[src/sas_defs.svh]
// Register map, field positions and timing counts for the SAR sequencer.
// Assumes a 100 MHz aclk that also serves as the oscillator clock.
// Summary of operation
// - With RC clock chosen, one instruction cycle passes before it ticks.
// - Software picks supply rails or external pins as references.
// - On completion: load result pair, clear start bit 1, set flag.
// - Reset returns registers to defaults, module off, conversion aborted.
// - Reset leaves the result pair untouched.
// - Two conversion clock periods of idle follow every conversion.
// - Sampling switch opens the moment conversion begins.
// - Acquisition field zero: start bit begins conversion at once.
// - Nonzero field: keep sampling programmed periods, then convert.
// - After conversion sampling resumes; no phase status is shown.
// - A conversion lasts eleven conversion clock periods: one to load the trial code, then one per bit.
// - Clock field maps to divisors 2,4,8,16,32,64 or RC clock.
// - RC conversion clock period is about four microseconds.
// - Clearing the start bit aborts; result pair keeps old value.
// - Acquisition field 010 gives four periods of acquisition.
`ifndef SAS_DEFS_SVH
`define SAS_DEFS_SVH

`define SAS_AW 8
`define SAS_OFF_CTRL0 8'h00
`define SAS_OFF_CTRL1 8'h04
`define SAS_OFF_CTRL2 8'h08
`define SAS_OFF_RES_HI 8'h0c
`define SAS_OFF_RES_LO 8'h10
`define SAS_OFF_IRQ 8'h14

`define SAS_CTRL0_EN 0
`define SAS_CTRL0_GO 1
`define SAS_CTRL0_CH_LSB 2
`define SAS_CTRL1_PCFG_LSB 0
`define SAS_CTRL1_VREF_LSB 4
`define SAS_CTRL2_CLK_LSB 0
`define SAS_CTRL2_ACQ_LSB 3
`define SAS_CTRL2_JUST 7
`define SAS_IRQ_FLAG 0
`define SAS_IRQ_EN 1

`define SAS_RESP_OKAY 2'b00
`define SAS_RESP_SLVERR 2'b10

`define SAS_CLK_NS 10
`define SAS_RC_PERIOD_NS 4000
`define SAS_RC_CYC (`SAS_RC_PERIOD_NS / `SAS_CLK_NS)
`define SAS_INSTR_OSC 4
`define SAS_RES_BITS 10
`define SAS_CONV_TADS 11
`define SAS_WAIT_TADS 2
`define SAS_ACQ_TABLE {5'd20, 5'd16, 5'd12, 5'd8, 5'd6, 5'd4, 5'd2, 5'd0}
`define SAS_DIV_TABLE {7'd0, 7'd64, 7'd16, 7'd4, 7'd0, 7'd32, 7'd8, 7'd2}

`endif

[src/sas_pkg.sv]
// Types shared by the SAR sequencer modules.
// Assumes nothing of its surroundings.
package sas_pkg;

    typedef enum logic [3:0] {
        SAS_IDLE = 4'b0001,
        SAS_ACQ = 4'b0010,
        SAS_CONV = 4'b0100,
        SAS_WAIT = 4'b1000
    } sas_state_e;

    typedef struct packed {
        logic [3:0] chan;
        logic go;
        logic en;
    } sas_ctrl0_s;

    typedef struct packed {
        logic just;
        logic [2:0] acq;
        logic [2:0] clk;
    } sas_ctrl2_s;

endpackage

[src/sas_tad_gen.sv]
// Conversion clock tick generator: oscillator divisor or RC period.
// Assumes run stays high for the whole span that needs ticks.
`timescale 1ns/100ps
`include "sas_defs.svh"
module sas_tad_gen #(
    parameter int RC_CYC = `SAS_RC_CYC,
    parameter int DLY_CYC = `SAS_INSTR_OSC
) (
    // Clock and reset
    input wire logic aclk,
    input wire logic aresetn,
    input wire logic ce,
    // Control
    input wire logic run,
    input wire logic [2:0] clk_sel,
    // Tick out
    output logic tick
);
    localparam logic [55:0] DIVS = `SAS_DIV_TABLE;
    logic [15:0] cnt_ff;
    logic run_d_ff;
    logic rc;
    logic [15:0] limit;

    assign rc = (clk_sel[1:0] == 2'b11);
    always_comb begin
        limit = 16'(RC_CYC);
        if (!rc) begin
            limit = {9'h000, DIVS[7*clk_sel +: 7]};
        end
    end

    assign tick = ce && run && run_d_ff && (cnt_ff == 16'h0000);

    always_ff @(posedge aclk) begin
        if (!aresetn) begin
            cnt_ff <= 16'h0000;
            run_d_ff <= 1'b0;
        end else if (ce) begin
            run_d_ff <= run;
            if (!run) begin
                cnt_ff <= 16'h0000;
            end else if (!run_d_ff) begin
                cnt_ff <= rc ? limit - 16'h0001 + 16'(DLY_CYC)
                             : limit - 16'h0001;
            end else if (cnt_ff == 16'h0000) begin
                cnt_ff <= limit - 16'h0001;
            end else begin
                cnt_ff <= cnt_ff - 16'h0001;
            end
        end
    end

    AST_RC_DELAY: assert property (@(posedge aclk) disable iff (!aresetn)
        (ce && run && !run_d_ff && rc) |=> !tick [*4])
        else $error("RC clock ticked inside the start delay");
endmodule

[src/sas_sar_reg.sv]
// Successive approximation register driving the DAC trial code.
// Assumes cmp_hi is valid when step is high.
`timescale 1ns/100ps
module sas_sar_reg #(
    parameter int W = 10
) (
    // Clock and reset
    input wire logic aclk,
    input wire logic aresetn,
    input wire logic ce,
    // Sequencing
    input wire logic start,
    input wire logic step,
    input wire logic cmp_hi,
    // Trial code
    output logic [W-1:0] code
);
    logic [W-1:0] mask_ff;
    logic [W-1:0] code_ff;
    logic [W-1:0] kept;

    assign code = code_ff;
    assign kept = cmp_hi ? code_ff : (code_ff & ~mask_ff);

    always_ff @(posedge aclk) begin
        if (!aresetn) begin
            mask_ff <= '0;
            code_ff <= '0;
        end else if (ce) begin
            if (start) begin
                mask_ff <= {1'b1, {(W-1){1'b0}}};
                code_ff <= {1'b1, {(W-1){1'b0}}};
            end else if (step) begin
                // One bit decided per step
                mask_ff <= mask_ff >> 1;
                code_ff <= kept | (mask_ff >> 1);
            end
        end
    end
endmodule

[src/sas_top.sv]
// SAR converter sequencer with AXI4-Lite register access.
// Assumes a comparator output cmp_hi that is synchronous to aclk.
//
// The AXI4-Lite interface to the registers and the placing of the registers were decided locally.
`timescale 1ns/100ps
`include "sas_defs.svh"
module sas_top #(
    parameter int RC_CYC = `SAS_RC_CYC
) (
    // Clock and reset
    input wire logic aclk,
    input wire logic aresetn,
    input wire logic ce,
    // AXI4-Lite write
    input wire logic awvalid,
    output logic awready,
    input wire logic [`SAS_AW-1:0] awaddr,
    input wire logic [2:0] awprot,
    input wire logic wvalid,
    output logic wready,
    input wire logic [31:0] wdata,
    input wire logic [3:0] wstrb,
    output logic bvalid,
    input wire logic bready,
    output logic [1:0] bresp,
    // AXI4-Lite read
    input wire logic arvalid,
    output logic arready,
    input wire logic [`SAS_AW-1:0] araddr,
    input wire logic [2:0] arprot,
    output logic rvalid,
    input wire logic rready,
    output logic [31:0] rdata,
    output logic [1:0] rresp,
    // Analog front end
    input wire logic cmp_hi,
    output logic sample_on,
    output logic [9:0] dac_code,
    output logic [3:0] chan_sel,
    output logic [3:0] pin_cfg,
    output logic [1:0] vref_sel
);
    import sas_pkg::*;

    localparam logic [39:0] ACQ_TAB = `SAS_ACQ_TABLE;

    sas_ctrl0_s ctrl0_ff;
    logic [5:0] ctrl1_ff;
    sas_ctrl2_s ctrl2_ff;
    logic [7:0] res_hi_ff;
    logic [7:0] res_lo_ff;
    logic flag_ff;
    logic irq_en_ff;

    logic awready_ff;
    logic wready_ff;
    logic aw_got_ff;
    logic w_got_ff;
    logic [`SAS_AW-1:0] waddr_ff;
    logic [7:0] wbyte_ff;
    logic wlane_ff;
    logic bvalid_ff;
    logic [1:0] bresp_ff;
    logic arready_ff;
    logic rvalid_ff;
    logic [31:0] rdata_ff;
    logic [1:0] rresp_ff;

    sas_state_e state_ff;
    logic [4:0] acq_cnt_ff;
    logic [3:0] conv_cnt_ff;
    logic [1:0] wait_cnt_ff;
    logic done_ff;
    logic sample_on_ff;

    logic tick;
    logic wr_fire;
    logic wr_en;
    logic wr_hit;
    logic [31:0] rd_val;
    logic rd_hit;
    logic live;
    logic conv_start;
    logic sar_start;
    logic sar_step;
    logic [9:0] sar_code;
    logic [9:0] nxt_res;

    assign awready = awready_ff;
    assign wready = wready_ff;
    assign bvalid = bvalid_ff;
    assign bresp = bresp_ff;
    assign arready = arready_ff;
    assign rvalid = rvalid_ff;
    assign rdata = rdata_ff;
    assign rresp = rresp_ff;
    assign sample_on = sample_on_ff;
    assign dac_code = sar_code;
    assign chan_sel = ctrl0_ff.chan;
    assign pin_cfg = ctrl1_ff[`SAS_CTRL1_PCFG_LSB +: 4];
    assign vref_sel = ctrl1_ff[`SAS_CTRL1_VREF_LSB +: 2];

    // Write address and data are taken in either order
    assign wr_fire = aw_got_ff && w_got_ff && !bvalid_ff;
    assign wr_en = wr_fire && wlane_ff && wr_hit;

    always_comb begin
        case (waddr_ff)
            `SAS_OFF_CTRL0, `SAS_OFF_CTRL1, `SAS_OFF_CTRL2,
            `SAS_OFF_RES_HI, `SAS_OFF_RES_LO, `SAS_OFF_IRQ: wr_hit = 1'b1;
            default: wr_hit = 1'b0;
        endcase
    end

    always_ff @(posedge aclk) begin
        if (!aresetn) begin
            awready_ff <= 1'b1;
            wready_ff <= 1'b1;
            aw_got_ff <= 1'b0;
            w_got_ff <= 1'b0;
            bvalid_ff <= 1'b0;
            bresp_ff <= `SAS_RESP_OKAY;
            waddr_ff <= '0;
            wbyte_ff <= 8'h00;
            wlane_ff <= 1'b0;
        end else if (ce) begin
            if (awvalid && awready_ff) begin
                waddr_ff <= awaddr;
                aw_got_ff <= 1'b1;
                awready_ff <= 1'b0;
            end
            if (wvalid && wready_ff) begin
                wbyte_ff <= wdata[7:0];
                wlane_ff <= wstrb[0];
                w_got_ff <= 1'b1;
                wready_ff <= 1'b0;
            end
            if (wr_fire) begin
                bvalid_ff <= 1'b1;
                bresp_ff <= wr_hit ? `SAS_RESP_OKAY : `SAS_RESP_SLVERR;
                aw_got_ff <= 1'b0;
                w_got_ff <= 1'b0;
            end
            if (bvalid_ff && bready) begin
                bvalid_ff <= 1'b0;
                awready_ff <= 1'b1;
                wready_ff <= 1'b1;
            end
        end
    end

    // Read data are captured when the address is taken
    always_comb begin
        rd_hit = 1'b1;
        rd_val = 32'h0000_0000;
        case (araddr)
            `SAS_OFF_CTRL0: rd_val = {26'h0, ctrl0_ff};
            `SAS_OFF_CTRL1: rd_val = {26'h0, ctrl1_ff};
            `SAS_OFF_CTRL2: rd_val = {24'h0, ctrl2_ff.just, 1'b0,
                                      ctrl2_ff.acq, ctrl2_ff.clk};
            `SAS_OFF_RES_HI: rd_val = {24'h0, res_hi_ff};
            `SAS_OFF_RES_LO: rd_val = {24'h0, res_lo_ff};
            `SAS_OFF_IRQ: rd_val = {30'h0, irq_en_ff, flag_ff};
            default: rd_hit = 1'b0;
        endcase
    end

    always_ff @(posedge aclk) begin
        if (!aresetn) begin
            arready_ff <= 1'b1;
            rvalid_ff <= 1'b0;
            rdata_ff <= 32'h0000_0000;
            rresp_ff <= `SAS_RESP_OKAY;
        end else if (ce) begin
            if (arvalid && arready_ff) begin
                arready_ff <= 1'b0;
                rvalid_ff <= 1'b1;
                rdata_ff <= rd_val;
                rresp_ff <= rd_hit ? `SAS_RESP_OKAY : `SAS_RESP_SLVERR;
            end else if (rvalid_ff && rready) begin
                rvalid_ff <= 1'b0;
                arready_ff <= 1'b1;
            end
        end
    end

    // Control registers
    always_ff @(posedge aclk) begin
        if (!aresetn) begin
            ctrl0_ff <= '0;
            ctrl1_ff <= 6'h00;
            ctrl2_ff <= '0;
            irq_en_ff <= 1'b0;
        end else if (ce) begin
            if (wr_en && waddr_ff == `SAS_OFF_CTRL0) begin
                ctrl0_ff.en <= wbyte_ff[`SAS_CTRL0_EN];
                ctrl0_ff.chan <= wbyte_ff[`SAS_CTRL0_CH_LSB +: 4];
                // Start only takes on an already enabled module
                ctrl0_ff.go <= wbyte_ff[`SAS_CTRL0_GO] &&
                               wbyte_ff[`SAS_CTRL0_EN] && ctrl0_ff.en;
            end else if (done_ff) begin
                ctrl0_ff.go <= 1'b0;
            end
            if (wr_en && waddr_ff == `SAS_OFF_CTRL1) begin
                ctrl1_ff <= wbyte_ff[5:0];
            end
            if (wr_en && waddr_ff == `SAS_OFF_CTRL2) begin
                ctrl2_ff.just <= wbyte_ff[`SAS_CTRL2_JUST];
                ctrl2_ff.acq <= wbyte_ff[`SAS_CTRL2_ACQ_LSB +: 3];
                ctrl2_ff.clk <= wbyte_ff[`SAS_CTRL2_CLK_LSB +: 3];
            end
            if (wr_en && waddr_ff == `SAS_OFF_IRQ) begin
                irq_en_ff <= wbyte_ff[`SAS_IRQ_EN];
            end
        end
    end

    // Completion flag: a set in the clearing cycle wins
    always_ff @(posedge aclk) begin
        if (!aresetn) begin
            flag_ff <= 1'b0;
        end else if (ce) begin
            if (done_ff) begin
                flag_ff <= 1'b1;
            end else if (wr_en && waddr_ff == `SAS_OFF_IRQ &&
                         wbyte_ff[`SAS_IRQ_FLAG]) begin
                flag_ff <= 1'b0;
            end
        end
    end

    // Result pair has no reset so that its content survives a reset
    always_comb begin
        nxt_res = sar_code;
    end

    always_ff @(posedge aclk) begin
        if (ce) begin
            if (done_ff) begin
                if (ctrl2_ff.just) begin
                    res_hi_ff <= {6'h00, nxt_res[9:8]};
                    res_lo_ff <= nxt_res[7:0];
                end else begin
                    res_hi_ff <= nxt_res[9:2];
                    res_lo_ff <= {nxt_res[1:0], 6'h00};
                end
            end else if (wr_en && waddr_ff == `SAS_OFF_RES_HI) begin
                res_hi_ff <= wbyte_ff;
            end else if (wr_en && waddr_ff == `SAS_OFF_RES_LO) begin
                res_lo_ff <= wbyte_ff;
            end
        end
    end

    // Sequencer
    assign live = ctrl0_ff.en && ctrl0_ff.go;
    assign conv_start = (state_ff == SAS_IDLE && live &&
                         ctrl2_ff.acq == 3'b000) ||
                        (state_ff == SAS_ACQ && live && tick &&
                         acq_cnt_ff == 5'd1);
    assign sar_start = state_ff == SAS_CONV && live && tick &&
                       conv_cnt_ff == 4'd0;
    assign sar_step = state_ff == SAS_CONV && live && tick &&
                      conv_cnt_ff != 4'd0;

    always_ff @(posedge aclk) begin
        if (!aresetn) begin
            state_ff <= SAS_IDLE;
            acq_cnt_ff <= 5'd0;
            conv_cnt_ff <= 4'd0;
            wait_cnt_ff <= 2'd0;
            done_ff <= 1'b0;
        end else if (ce) begin
            done_ff <= 1'b0;
            if (!ctrl0_ff.en) begin
                state_ff <= SAS_IDLE;
            end else begin
                case (state_ff)
                    SAS_IDLE: begin
                        if (conv_start) begin
                            state_ff <= SAS_CONV;
                            conv_cnt_ff <= 4'd0;
                        end else if (live) begin
                            state_ff <= SAS_ACQ;
                            acq_cnt_ff <= ACQ_TAB[5*ctrl2_ff.acq +: 5];
                        end
                    end
                    SAS_ACQ: begin
                        if (!ctrl0_ff.go) begin
                            state_ff <= SAS_WAIT;
                            wait_cnt_ff <= 2'd0;
                        end else if (conv_start) begin
                            state_ff <= SAS_CONV;
                            conv_cnt_ff <= 4'd0;
                        end else if (tick) begin
                            acq_cnt_ff <= acq_cnt_ff - 5'd1;
                        end
                    end
                    SAS_CONV: begin
                        if (!ctrl0_ff.go) begin
                            state_ff <= SAS_WAIT;
                            wait_cnt_ff <= 2'd0;
                        end else if (tick) begin
                            conv_cnt_ff <= conv_cnt_ff + 4'd1;
                            if (conv_cnt_ff == 4'(`SAS_CONV_TADS - 1)) begin
                                state_ff <= SAS_WAIT;
                                wait_cnt_ff <= 2'd0;
                                done_ff <= 1'b1;
                            end
                        end
                    end
                    SAS_WAIT: begin
                        if (tick) begin
                            wait_cnt_ff <= wait_cnt_ff + 2'd1;
                            if (wait_cnt_ff == 2'(`SAS_WAIT_TADS - 1)) begin
                                state_ff <= SAS_IDLE;
                            end
                        end
                    end
                    default: state_ff <= SAS_IDLE;
                endcase
            end
        end
    end

    // Sampling switch closed while enabled and idle or acquiring, open from conversion
    always_ff @(posedge aclk) begin
        if (!aresetn) begin
            sample_on_ff <= 1'b0;
        end else if (ce) begin
            sample_on_ff <= ctrl0_ff.en && !conv_start &&
                            (state_ff == SAS_IDLE || state_ff == SAS_ACQ);
        end
    end

    sas_tad_gen #(
        .RC_CYC(RC_CYC),
        .DLY_CYC(`SAS_INSTR_OSC)
    ) u_tad (
        .aclk(aclk),
        .aresetn(aresetn),
        .ce(ce),
        .run(state_ff != SAS_IDLE),
        .clk_sel(ctrl2_ff.clk),
        .tick(tick)
    );

    sas_sar_reg #(
        .W(`SAS_RES_BITS)
    ) u_sar (
        .aclk(aclk),
        .aresetn(aresetn),
        .ce(ce),
        .start(sar_start),
        .step(sar_step),
        .cmp_hi(cmp_hi),
        .code(sar_code)
    );

    AST_DONE_CLEARS: assert property (@(posedge aclk) disable iff (!aresetn)
        (ce && done_ff && !wr_fire) |=> (!ctrl0_ff.go && flag_ff))
        else $error("Completion did not clear start or set flag");
    AST_RESET_OFF: assert property (@(posedge aclk)
        !aresetn |=> (!ctrl0_ff.en && !ctrl0_ff.go && state_ff == SAS_IDLE))
        else $error("Reset left the module running");
    AST_ABORT_KEEPS: assert property (@(posedge aclk) disable iff (!aresetn)
        (state_ff == SAS_CONV && ce && !ctrl0_ff.go) |=>
        (!done_ff ##1 $stable(res_hi_ff) && $stable(res_lo_ff)))
        else $error("Abort changed the result pair");
    AST_GAP: assert property (@(posedge aclk) disable iff (!aresetn)
        (state_ff == SAS_WAIT && wait_cnt_ff == 2'd0 && ctrl0_ff.en) |=>
        state_ff != SAS_ACQ && state_ff != SAS_CONV)
        else $error("Acquisition started inside the idle gap");
    AST_SWITCH_OPEN: assert property (@(posedge aclk) disable iff (!aresetn)
        state_ff == SAS_CONV |-> !sample_on_ff)
        else $error("Sampling switch closed during conversion");
    AST_NO_ACQ: assert property (@(posedge aclk) disable iff (!aresetn)
        (ce && state_ff == SAS_IDLE && live && ctrl2_ff.acq == 3'b000) |=>
        state_ff == SAS_CONV)
        else $error("Zero acquisition did not convert at once");
    AST_ACQ_FOUR: assert property (@(posedge aclk) disable iff (!aresetn)
        (ce && state_ff == SAS_IDLE && live && ctrl2_ff.acq == 3'b010) |=>
        acq_cnt_ff == 5'd4)
        else $error("Acquisition 010 did not load four periods");
    AST_CONV_LEN: assert property (@(posedge aclk) disable iff (!aresetn)
        state_ff == SAS_CONV |-> conv_cnt_ff <= 4'd10)
        else $error("Conversion ran past eleven periods");
    AST_DISABLED: assert property (@(posedge aclk) disable iff (!aresetn)
        (ce && !ctrl0_ff.en) |=> state_ff == SAS_IDLE)
        else $error("Sequencer ran while disabled");
endmodule

[config.mk]
export PLATFORM = sky130hd
export DESIGN_NAME = sas_top
export DESIGN_NICKNAME = d
export VERILOG_FILES = /design/src/sas_pkg.sv /design/src/sas_tad_gen.sv /design/src/sas_sar_reg.sv /design/src/sas_top.sv
export VERILOG_INCLUDE_DIRS = /design/src
export SDC_FILE = /design/constraint.sdc
export NUM_CORES = 1
export LEC_CHECK = 0
export ABC_CLOCK_PERIOD_IN_PS = 3450
export BUFFER_PORTS_ARGS = -buffer_cell sky130_fd_sc_hd__buf_4
export CELL_PAD_IN_SITES_DETAIL_PLACEMENT = 0
export CELL_PAD_IN_SITES_GLOBAL_PLACEMENT = 1
export CORE_MARGIN = 10
export CORE_UTILIZATION = 41
export CTS_CLUSTER_DIAMETER = 40
export DETAILED_ROUTE_END_ITERATION = 10
export PLACE_DENSITY_LB_ADDON = 0.1
export SLEW_MARGIN = 20
export SYNTH_ARGS = -nofsm -noshare
export SYNTH_HDL_FRONTEND = slang
export SYNTH_SLANG_ARGS = --single-unit
[constraint.sdc]
create_clock -name aclk -period 3.45 [get_ports aclk]
set_input_delay 0.69 -clock aclk [delete_from_list [all_inputs] [get_ports aclk]]
set_output_delay 0.69 -clock aclk [all_outputs]
set_load 0.01 [all_outputs]
==> results of run 1 <==
[cell families (layout without fill, tap and decap cells)]
family                     count (synthesis)  count (layout)
AOI/OAI and AO/OA                        202             202
xor gates and xnor gates                   6               6
adders and majority gates                 10              10
buffers and inverters                     97             138
DFF                                      125             125
muxes                                     42              42
other                                      1              26
and+or+nand+nor                          277             277
[placed cells by master, fill, tap and decap left out, types with 4 or more instances in the layout]
master and count:
inv_1 20, o31ai_1 4, nor3b_1 5, buf_4 83, a22oi_1 5, nand2_1 110, nor4_1 4, mux2i_1 35
or4_1 5, nand3_1 19, nand4_1 5, nor3_1 16, xnor2_1 5, dfxtp_1 109, ha_1 10, nand3b_1 6
nor2b_1 8, nor4b_1 4, a21o_1 12, a211oi_1 4, and3_1 8, o21ai_0 52, or3_1 5, nor2_1 56
mux2_2 5, a21oi_1 73, o211ai_1 4, o41ai_1 5, clkbuf_16 18, a31oi_1 13, conb_1 26, nand2b_1 5
edfxtp_1 16
[metal layers]
metal / wire length (um) / GRT usage (%) / vias up
li1: - / - / 2794
met1: 8550 / 22.1 / 2696
met2: 8020 / 25.1 / 171
met3: 1040 / 4.04 / 18
met4: 211 / 5.71 / 0
met5: 0 / 0 / -
[registers in the layout (all words and copies together), names as in the netlist, 2 cells and up]
name,cells
state_ff,4
rdata,8
chan_sel,4
wbyte_ff,8
conv_cnt_ff,4
waddr_ff,8
ctrl2_ff,7
wait_cnt_ff,2
ctrl1_ff,6
u_sar.code,10
res_lo_ff,8
ctrl0_ff,2
res_hi_ff,8
u_tad.cnt_ff,16
acq_cnt_ff,5
u_sar.mask_ff,10
[metrics by stage]
step / std cells / setup slack [ns] / area [um2]
floorplan: 785 / 0.860 / 6530
global placement: 1005 / 0.676 / 7020
detailed placement: 1005 / 0.612 / 7020
CTS: 1037 / 0.566 / 7590
global route: 1037 / 0.287 / 7590
finish: 1037 / 0.550 / 7590
[worst paths after layout]
path,end,cells past startpoint
hold reg to reg,waddr_ff[1]$_SDFFE_PN0P_,2
hold / removal,waddr_ff[1]$_SDFFE_PN0P_,2
setup / recovery,conv_cnt_ff[3]$_SDFFE_PN0P_,7
setup reg to reg,conv_cnt_ff[3]$_SDFFE_PN0P_,7
[where the power goes]
part / leakage [nW] / internal [mW] / switching, mW / total [mW]
Combinational: 1.61 / 0.0710 / 0.117 / 0.188
Clock: 0.272 / 1.04 / 0.674 / 1.71
Sequential: 1.05 / 1.49 / 0.0216 / 1.51
Total: 2.93 / 2.60 / 0.813 / 3.41
[layout make-up]
type	instances	area share, %
Tap cell	211	3.48
Clock inverter	12	1.47
Multi-Input combinational cell	563	44.6
Timing Repair Buffer	83	8.21
Sequential cell	125	35.1
Clock buffer	20	6.03
Inverter	23	1.14
[worst max-delay path: cells and delay by family, from the launching register on]
family          cells  cell delay (ns)
fa+ha+maj           1             0.29
compound gates      2             0.41
simple gates        3             1.70
buf+inv             1             0.08
flops               1             0.34
==> out/summary.md, run 1 <==
The post-synthesis share of cell area spent on and, or, nand and nor gates is 21.9%, and the critical path arrival is 3.24 ns. The routed via count came out at 5679. The start of the worst register-to-register path was u_tad.cnt_ff[0]$_SDFFE_PN0P_. The clock sink count is 125, and the final RePlAce weighted congestion is 0.872. For this configuration, the core starts out at a cell density of 42.0%. For this design the ratio of total power to cell area is 449 nW/um2. 0 antenna diodes ended up in the layout. The logs give 45 for the cell row count and 0 for the hold buffer count at CTS. Summed over all instances, the cell type with the most area after synthesis is dfxtp_1. Synthesis inferred 125 register bits. The number of synthesized flops with an enable pin was 16; the setup TNS after final layout was 0 ns. The number of buffers inserted by post-CTS setup repair is 0, and the initial antenna violation count is 0. The critical path starts at u_tad.cnt_ff[0]$_SDFFE_PN0P_. For the total CTS buffers, the log shows 17. In this run the cell area of the synthesized design comes to 6430 um2. Once detail routing completed, the nets flagged for antenna violations numbered 0. In this run the worst path has a maximum fanout of 11.

The die covers 21100 um2. After clock tree synthesis, the clock-pin slew on the worst setup and hold paths is 0.06 ns. The standard cell core area came out at 15300 um2.

The run gives 0.55 ns as the worst-case register-to-register setup slack. Dividing the final minimum period by the clock period gives 84.1%. Port buffering added 69 buffers. Relative to the synthesized area, the layout overhead comes to 18.0%. Across the run, the number of max-cap violations was 0. The longest clock path from root to sink contains 2 buffers. The type of the worst setup path is reg -> reg. The clock period minus final worst setup slack is 2.90 ns, and the number of ports placed on the die boundary is 129. In the post-synthesis netlist, the biggest area contributors are dfxtp_1 34%, edfxtp_1 7.5%, nand2_1 6.4%, a21oi_1 5.7%, mux2i_1 5.4%.

Once detailed placement completed, the half-perimeter wirelength came to 12900 um. Dividing the detail-routed via count by the number of cells gives 5.48. The setup violation total in the final timing report is 0. The number of DRC violations after detailed-routing iteration 0 was 395; the area fraction of the dominant cell type after synthesis was 33.9%. The run gives 49.6% as the final cell utilization of the core. The first global-routing pass estimated 28800 um of wire.

The logs give 17800 um for the total routed wirelength and 69 for the number of distinct library cells after synthesis. TritonCTS built the clock tree. The total overflow left after global routing is 0. The total area of multi-input combinational cells was 3390 um2. The flow ran to the end, and the final reports show no timing, DRC or antenna violations.

Among all stages on the critical path, the largest delay is contributed by nor4b_1. Dividing the detail-routed wire length by the instance count gives 17.2 um. The run gives 0 as the number of hold-slack violations in the final timing report.

After synthesis, the share of flip-flops with an asynchronous set or reset is 0%. The portion of synthesized area spent on multiplexers is 7.02%. Summing the areas of all fa, ha and maj instances in the mapped netlist gives 1.94% of the synthesized area.

Entering global routing, the biggest net connects 47 pins. Of the total synthesized cell area, the portion taken by XOR and XNOR cells is 0.817%. The iteration count of the initial detailed-routing pass is 7, and the flip-flop and latch area is 2660 um2.

The H-tree was split into 4 levels. The kind of end point of the critical path was a flip-flop. Static power due to leakage: 2.93 nW. From bottom edge to top edge, the die measures 145 um. For this run, the register share of the synthesized area comes to 41.4%. The commonest register cell after synthesis was dfxtp_1. At the pin with the least slew margin, the transition time is 1.04 ns.

Gates resized during post-CTS repair numbered 0. The worst setup path is launched from a flip-flop. Hold timing on the final database bottoms out at a slack of 0.452 ns. Headroom to the max-slew limit came out at 29.8%.

The delay of the slowest cell on the worst path is 0.59 ns. In this run the horizontal extent of the chip is 145 um. IR analysis of the VDD net gives a maximum drop of 399 uV. The tools report the worst hold path startpoint as waddr_ff[1]$_SDFFE_PN0P_. A synthesized cell averages 8.47 um2. Number of standard cells after synthesis: 760.

The critical path goes through inv_1, ha_1, nor4b_1, and4_1, a31oi_1, or4_1, a31oi_1. The fraction of the mapped netlist area in compound gates was 19.4%; the number of nets in the finished design was 890. Among all cell types in the netlist, the one instantiated most often is nand2_1.

The clock latency at the later pin of the worst-skew pair is 0.42 ns. For the worst clock skew, the log shows 0.00914 ns. Class of the worst hold path: reg -> reg.

The dominant combinational cell family by area after synthesis was simple AND/OR/NAND/NOR gates. The buffer type at the clock tree root is clkbuf_16. The tools report the total power draw as 3.41 mW.

The cell with the most instances on the worst path was a31oi_1. The total track usage is 16.4%. In the synthesized netlist, the cells that appear most often are 110 x nand2_1, 109 x dfxtp_1, 73 x a21oi_1. Counting the fill cells in the layout gives 1521. Of the cells placed in the final design, the portion with a size suffix greater than 1 is 16.8%.

Setup repair after global routing left no endpoint under its margin. The number of global-route vias before repair is 5475, and the maximum frequency from static timing analysis is 345 MHz. The tools report the max-slew violation count as 0. For this run, the number of Yosys warnings is 0.

In the routed design, unresolved DRC markers number 0. The tools report the required arrival time at the worst endpoint as 3.79 ns.
Power figures use the tool's default switching activity.
==> run 2: changes to the inputs <==
ABC_CLOCK_PERIOD_IN_PS = 2900   (was 3450)
clock period = 2.9 ns   (was 3.45 ns; I/O delays follow)
==> out/summary.md, run 2 (synthesized netlist as in run 1, its figures left out) <==
The wire length of the first global-routing pass was 29100 um (was 28800 um). Initial cell density of the core: 42.0% (unchanged). The logs give 0 (unchanged) for the post-detailed-route count of antenna-violating nets and 17 (unchanged) for the total CTS buffers.

The part of the cycle the worst path needs came out at 86.9% (was 84.1%). The logs give 4.25 mW (was 3.41 mW) for the total power draw and 1019 (was 1005) for the total placed cells including tap cells. The internal power summed over all cells came out at 3.24 mW (was 2.60 mW).

The die outline height was 145 um (unchanged). The pin count of the biggest net entering global routing is 56 (was 47). The tools report the kind of end point of the critical path as a flip-flop (unchanged). The class of the worst hold path is in -> reg (was reg -> reg). The setup TNS after final layout was 0 ns (unchanged). The net switching power is 1.01 mW (was 0.813 mW), and the flip-flop and latch area is 2660 um2 (unchanged). The clock slew seen by the registers of the worst setup and hold paths was 0.06 ns (about the same); the total area of multi-input combinational cells was 3390 um2 (unchanged). The flow ran to the end, and the final reports show no timing, DRC or antenna violations. The post-synthesis to final-layout area growth is 20.5% (was 18.0%), and the die area is 21100 um2 (unchanged).

The static power due to leakage came out at 3.02 nW (was 2.93 nW). The placed instance area is 7130 um2 (was 7020 um2). The power density over the cells is 549 nW/um2 (was 449 nW/um2).

The post-CTS resize count is 0 (unchanged), and the number of ports placed on the die boundary is 129 (unchanged). The tools report the number of DRC violations after detailed-routing iteration 0 as 480 (was 395). The maximum frequency from static timing analysis is 397 MHz (was 345 MHz), and the critical path arrival is 2.84 ns (was 3.24 ns). The tools report the least setup slack across all paths after layout as 0.380 ns (was 0.550 ns). The most common cell after layout, fill and taps aside was nand2_1 (unchanged). The routed via count is 5654 (was 5679), and the final RePlAce weighted congestion is 0.838 (was 0.872). Startpoint class of the critical path: a flip-flop (unchanged). The run gives 5.3% (was 5.5%) as the relative contribution of combinational cells to total power. For the number of buffers inserted by post-CTS setup repair, the log shows 0 (unchanged). The worst clock skew is 0.00783 ns (was 0.00914 ns), and the number of port buffers is 69 (unchanged).

The clock period minus final worst setup slack came out at 2.52 ns (was 2.90 ns). The final cell utilization of the core came out at 50.6% (was 49.6%). The total track usage came out at 16.6% (was 16.4%). The logs give 5542 (was 5475) for the number of global-route vias before repair and 0.416 ns (was 0.452 ns) for the worst hold slack after final layout. The residual overflow from global routing is 0 (unchanged), and the number of diodes added for antenna fixing is 0 (unchanged). For the total routed wirelength, the log shows 17900 um (was 17800 um).

The run gives 52.4% (was 50.1%) as the share of total power in the clock network. The tools report the buffer type at the clock tree root as clkbuf_16 (unchanged). The tools report the iteration count of the initial detailed-routing pass as 5 (was 7). For the buffer levels on the longest clock path, the log shows 2 (unchanged).

Commonest non-fill, non-tap cells in the layout: 110 x nand2_1, 109 x dfxtp_1, 97 x buf_4 (was 110 x nand2_1, 109 x dfxtp_1, 83 x buf_4). The run gives 0 (unchanged) as the DRC violation count after routing. For the setup violation total in the final timing report, the log shows 0 (unchanged).

Register with the most flip-flops: u_tad.cnt_ff (unchanged). TritonCTS built the clock tree. The standard cell core area is 15300 um2 (unchanged). The routed length per placed instance came out at 17.0 um (was 17.2 um).

Number of nets in the finished design: 904 (was 890). The detailed placement HPWL was 13100 um (was 12900 um); the width of the die was 145 um (unchanged). Hold buffer count at CTS: 0 (unchanged). The number of levels the H-tree was split into was 4 (unchanged).

The type of the worst setup path is reg -> reg (unchanged). The routed via count divided by cell count was 5.38 (was 5.48); the required arrival time at the worst endpoint was 3.21 ns (was 3.79 ns). The design area was 7750 um2 (was 7590 um2); the share of total power consumed by net switching was 23.8% (about the same). The number of hold-slack violations in the final timing report is 0 (unchanged). The share of final-layout standard cells stronger than drive strength 1 is 18.5% (was 16.8%), and the peak supply drop is 422 uV (was 399 uV).

Max-slew headroom at the worst pin: 48.5% (was 29.8%). The relative contribution of sequential cells to total power is 42.3% (was 44.4%), and the number of filler instances in the final layout is 1493 (was 1521). The cell row count was 45 (unchanged); the max-slew violation count was 0 (unchanged). Setup repair after global routing left no endpoint under its margin.

The clock sink count came out at 125 (unchanged). The minimum setup slack after placement came out at 0.398 ns (was 0.612 ns). The run gives 0.42 ns (about the same) as the clock latency at the later pin of the worst-skew pair. Flip-flop count of the largest register after layout: 16 (unchanged). The max-capacitance violation count was 0 (unchanged). The run gives 0.38 ns (was 0.55 ns) as the worst-case register-to-register setup slack. The post-route non-filler standard cell count was 1051 (was 1037); the highest fanout seen on the critical path was 7 (was 11). The slew at the pin closest to its max-slew limit is 0.765 ns (was 1.04 ns).

The tools report the initial antenna violation count as 0 (unchanged).
run 2: cell count changes in the layout (fill, tap and decap cells not counted):
cell        delta
clkbuf_16      +1
bufinv_16      +1
inv_4          +1
buf_4         +14
clkbuf_1       -2
clkinvlp_4     +1
inv_8          +1
clkinv_2       -3
run 2: power by group through the flow:
| stage | clock network [mW] | logic (mW) | registers, mW |
|---|---|---|---|
| final | 2.23 | 0.227 | 1.80 |
| after global placement | 0 | 0.223 | 1.83 |
| after detailed placement | 0 | 0.226 | 1.84 |
| after CTS | 2.27 | 0.227 | 1.80 |
| after floorplan | 0 | 0.160 | 1.83 |
| after global routing | 2.35 | 0.253 | 1.80 |
run 2: final timing paths:
path,from,depth (start not counted),endpoint
min reg2reg,waddr_ff[5]$_SDFFE_PN0P_,2,waddr_ff[5]$_SDFFE_PN0P_
max,u_tad.cnt_ff[0]$_SDFFE_PN0P_,9,acq_cnt_ff[0]$_SDFFE_PN0P_
max reg2reg,u_tad.cnt_ff[0]$_SDFFE_PN0P_,9,acq_cnt_ff[0]$_SDFFE_PN0P_
min,awaddr[0],3,waddr_ff[0]$_SDFFE_PN0P_
run 2: final cells by class:
type	instances	area share, %
clock buffer	19	6.13
clock inverter	13	1.95
inverter	23	1.11
multi-input combinational	563	43.7
sequential	125	34.3
tap	211	3.40
timing repair buffer	97	9.39
run 2: worst max-delay path: stages (launching register included):
cell	delay (ns)
dfxtp_1	0.38
inv_1	0.08
ha_1	0.21
nor4b_1	0.14
buf_4	0.14
and4_1	0.29
buf_4	0.20
a31o_2	0.25
or3_1	0.46
a31o_2	0.27
run 2: layer usage:
| metal | track usage (%) | part of all wire [%] | vias to the layer above |
|---|---|---|---|
| met1 | 22.1 | 49 | 2666 |
| met2 | 25.2 | 45 | 140 |
| met3 | 5.00 | 4.9 | 15 |
| li1 | - | - | 2833 |
| met4 | 5.11 | 1.1 | 0 |
| met5 | 0 | 0 | - |
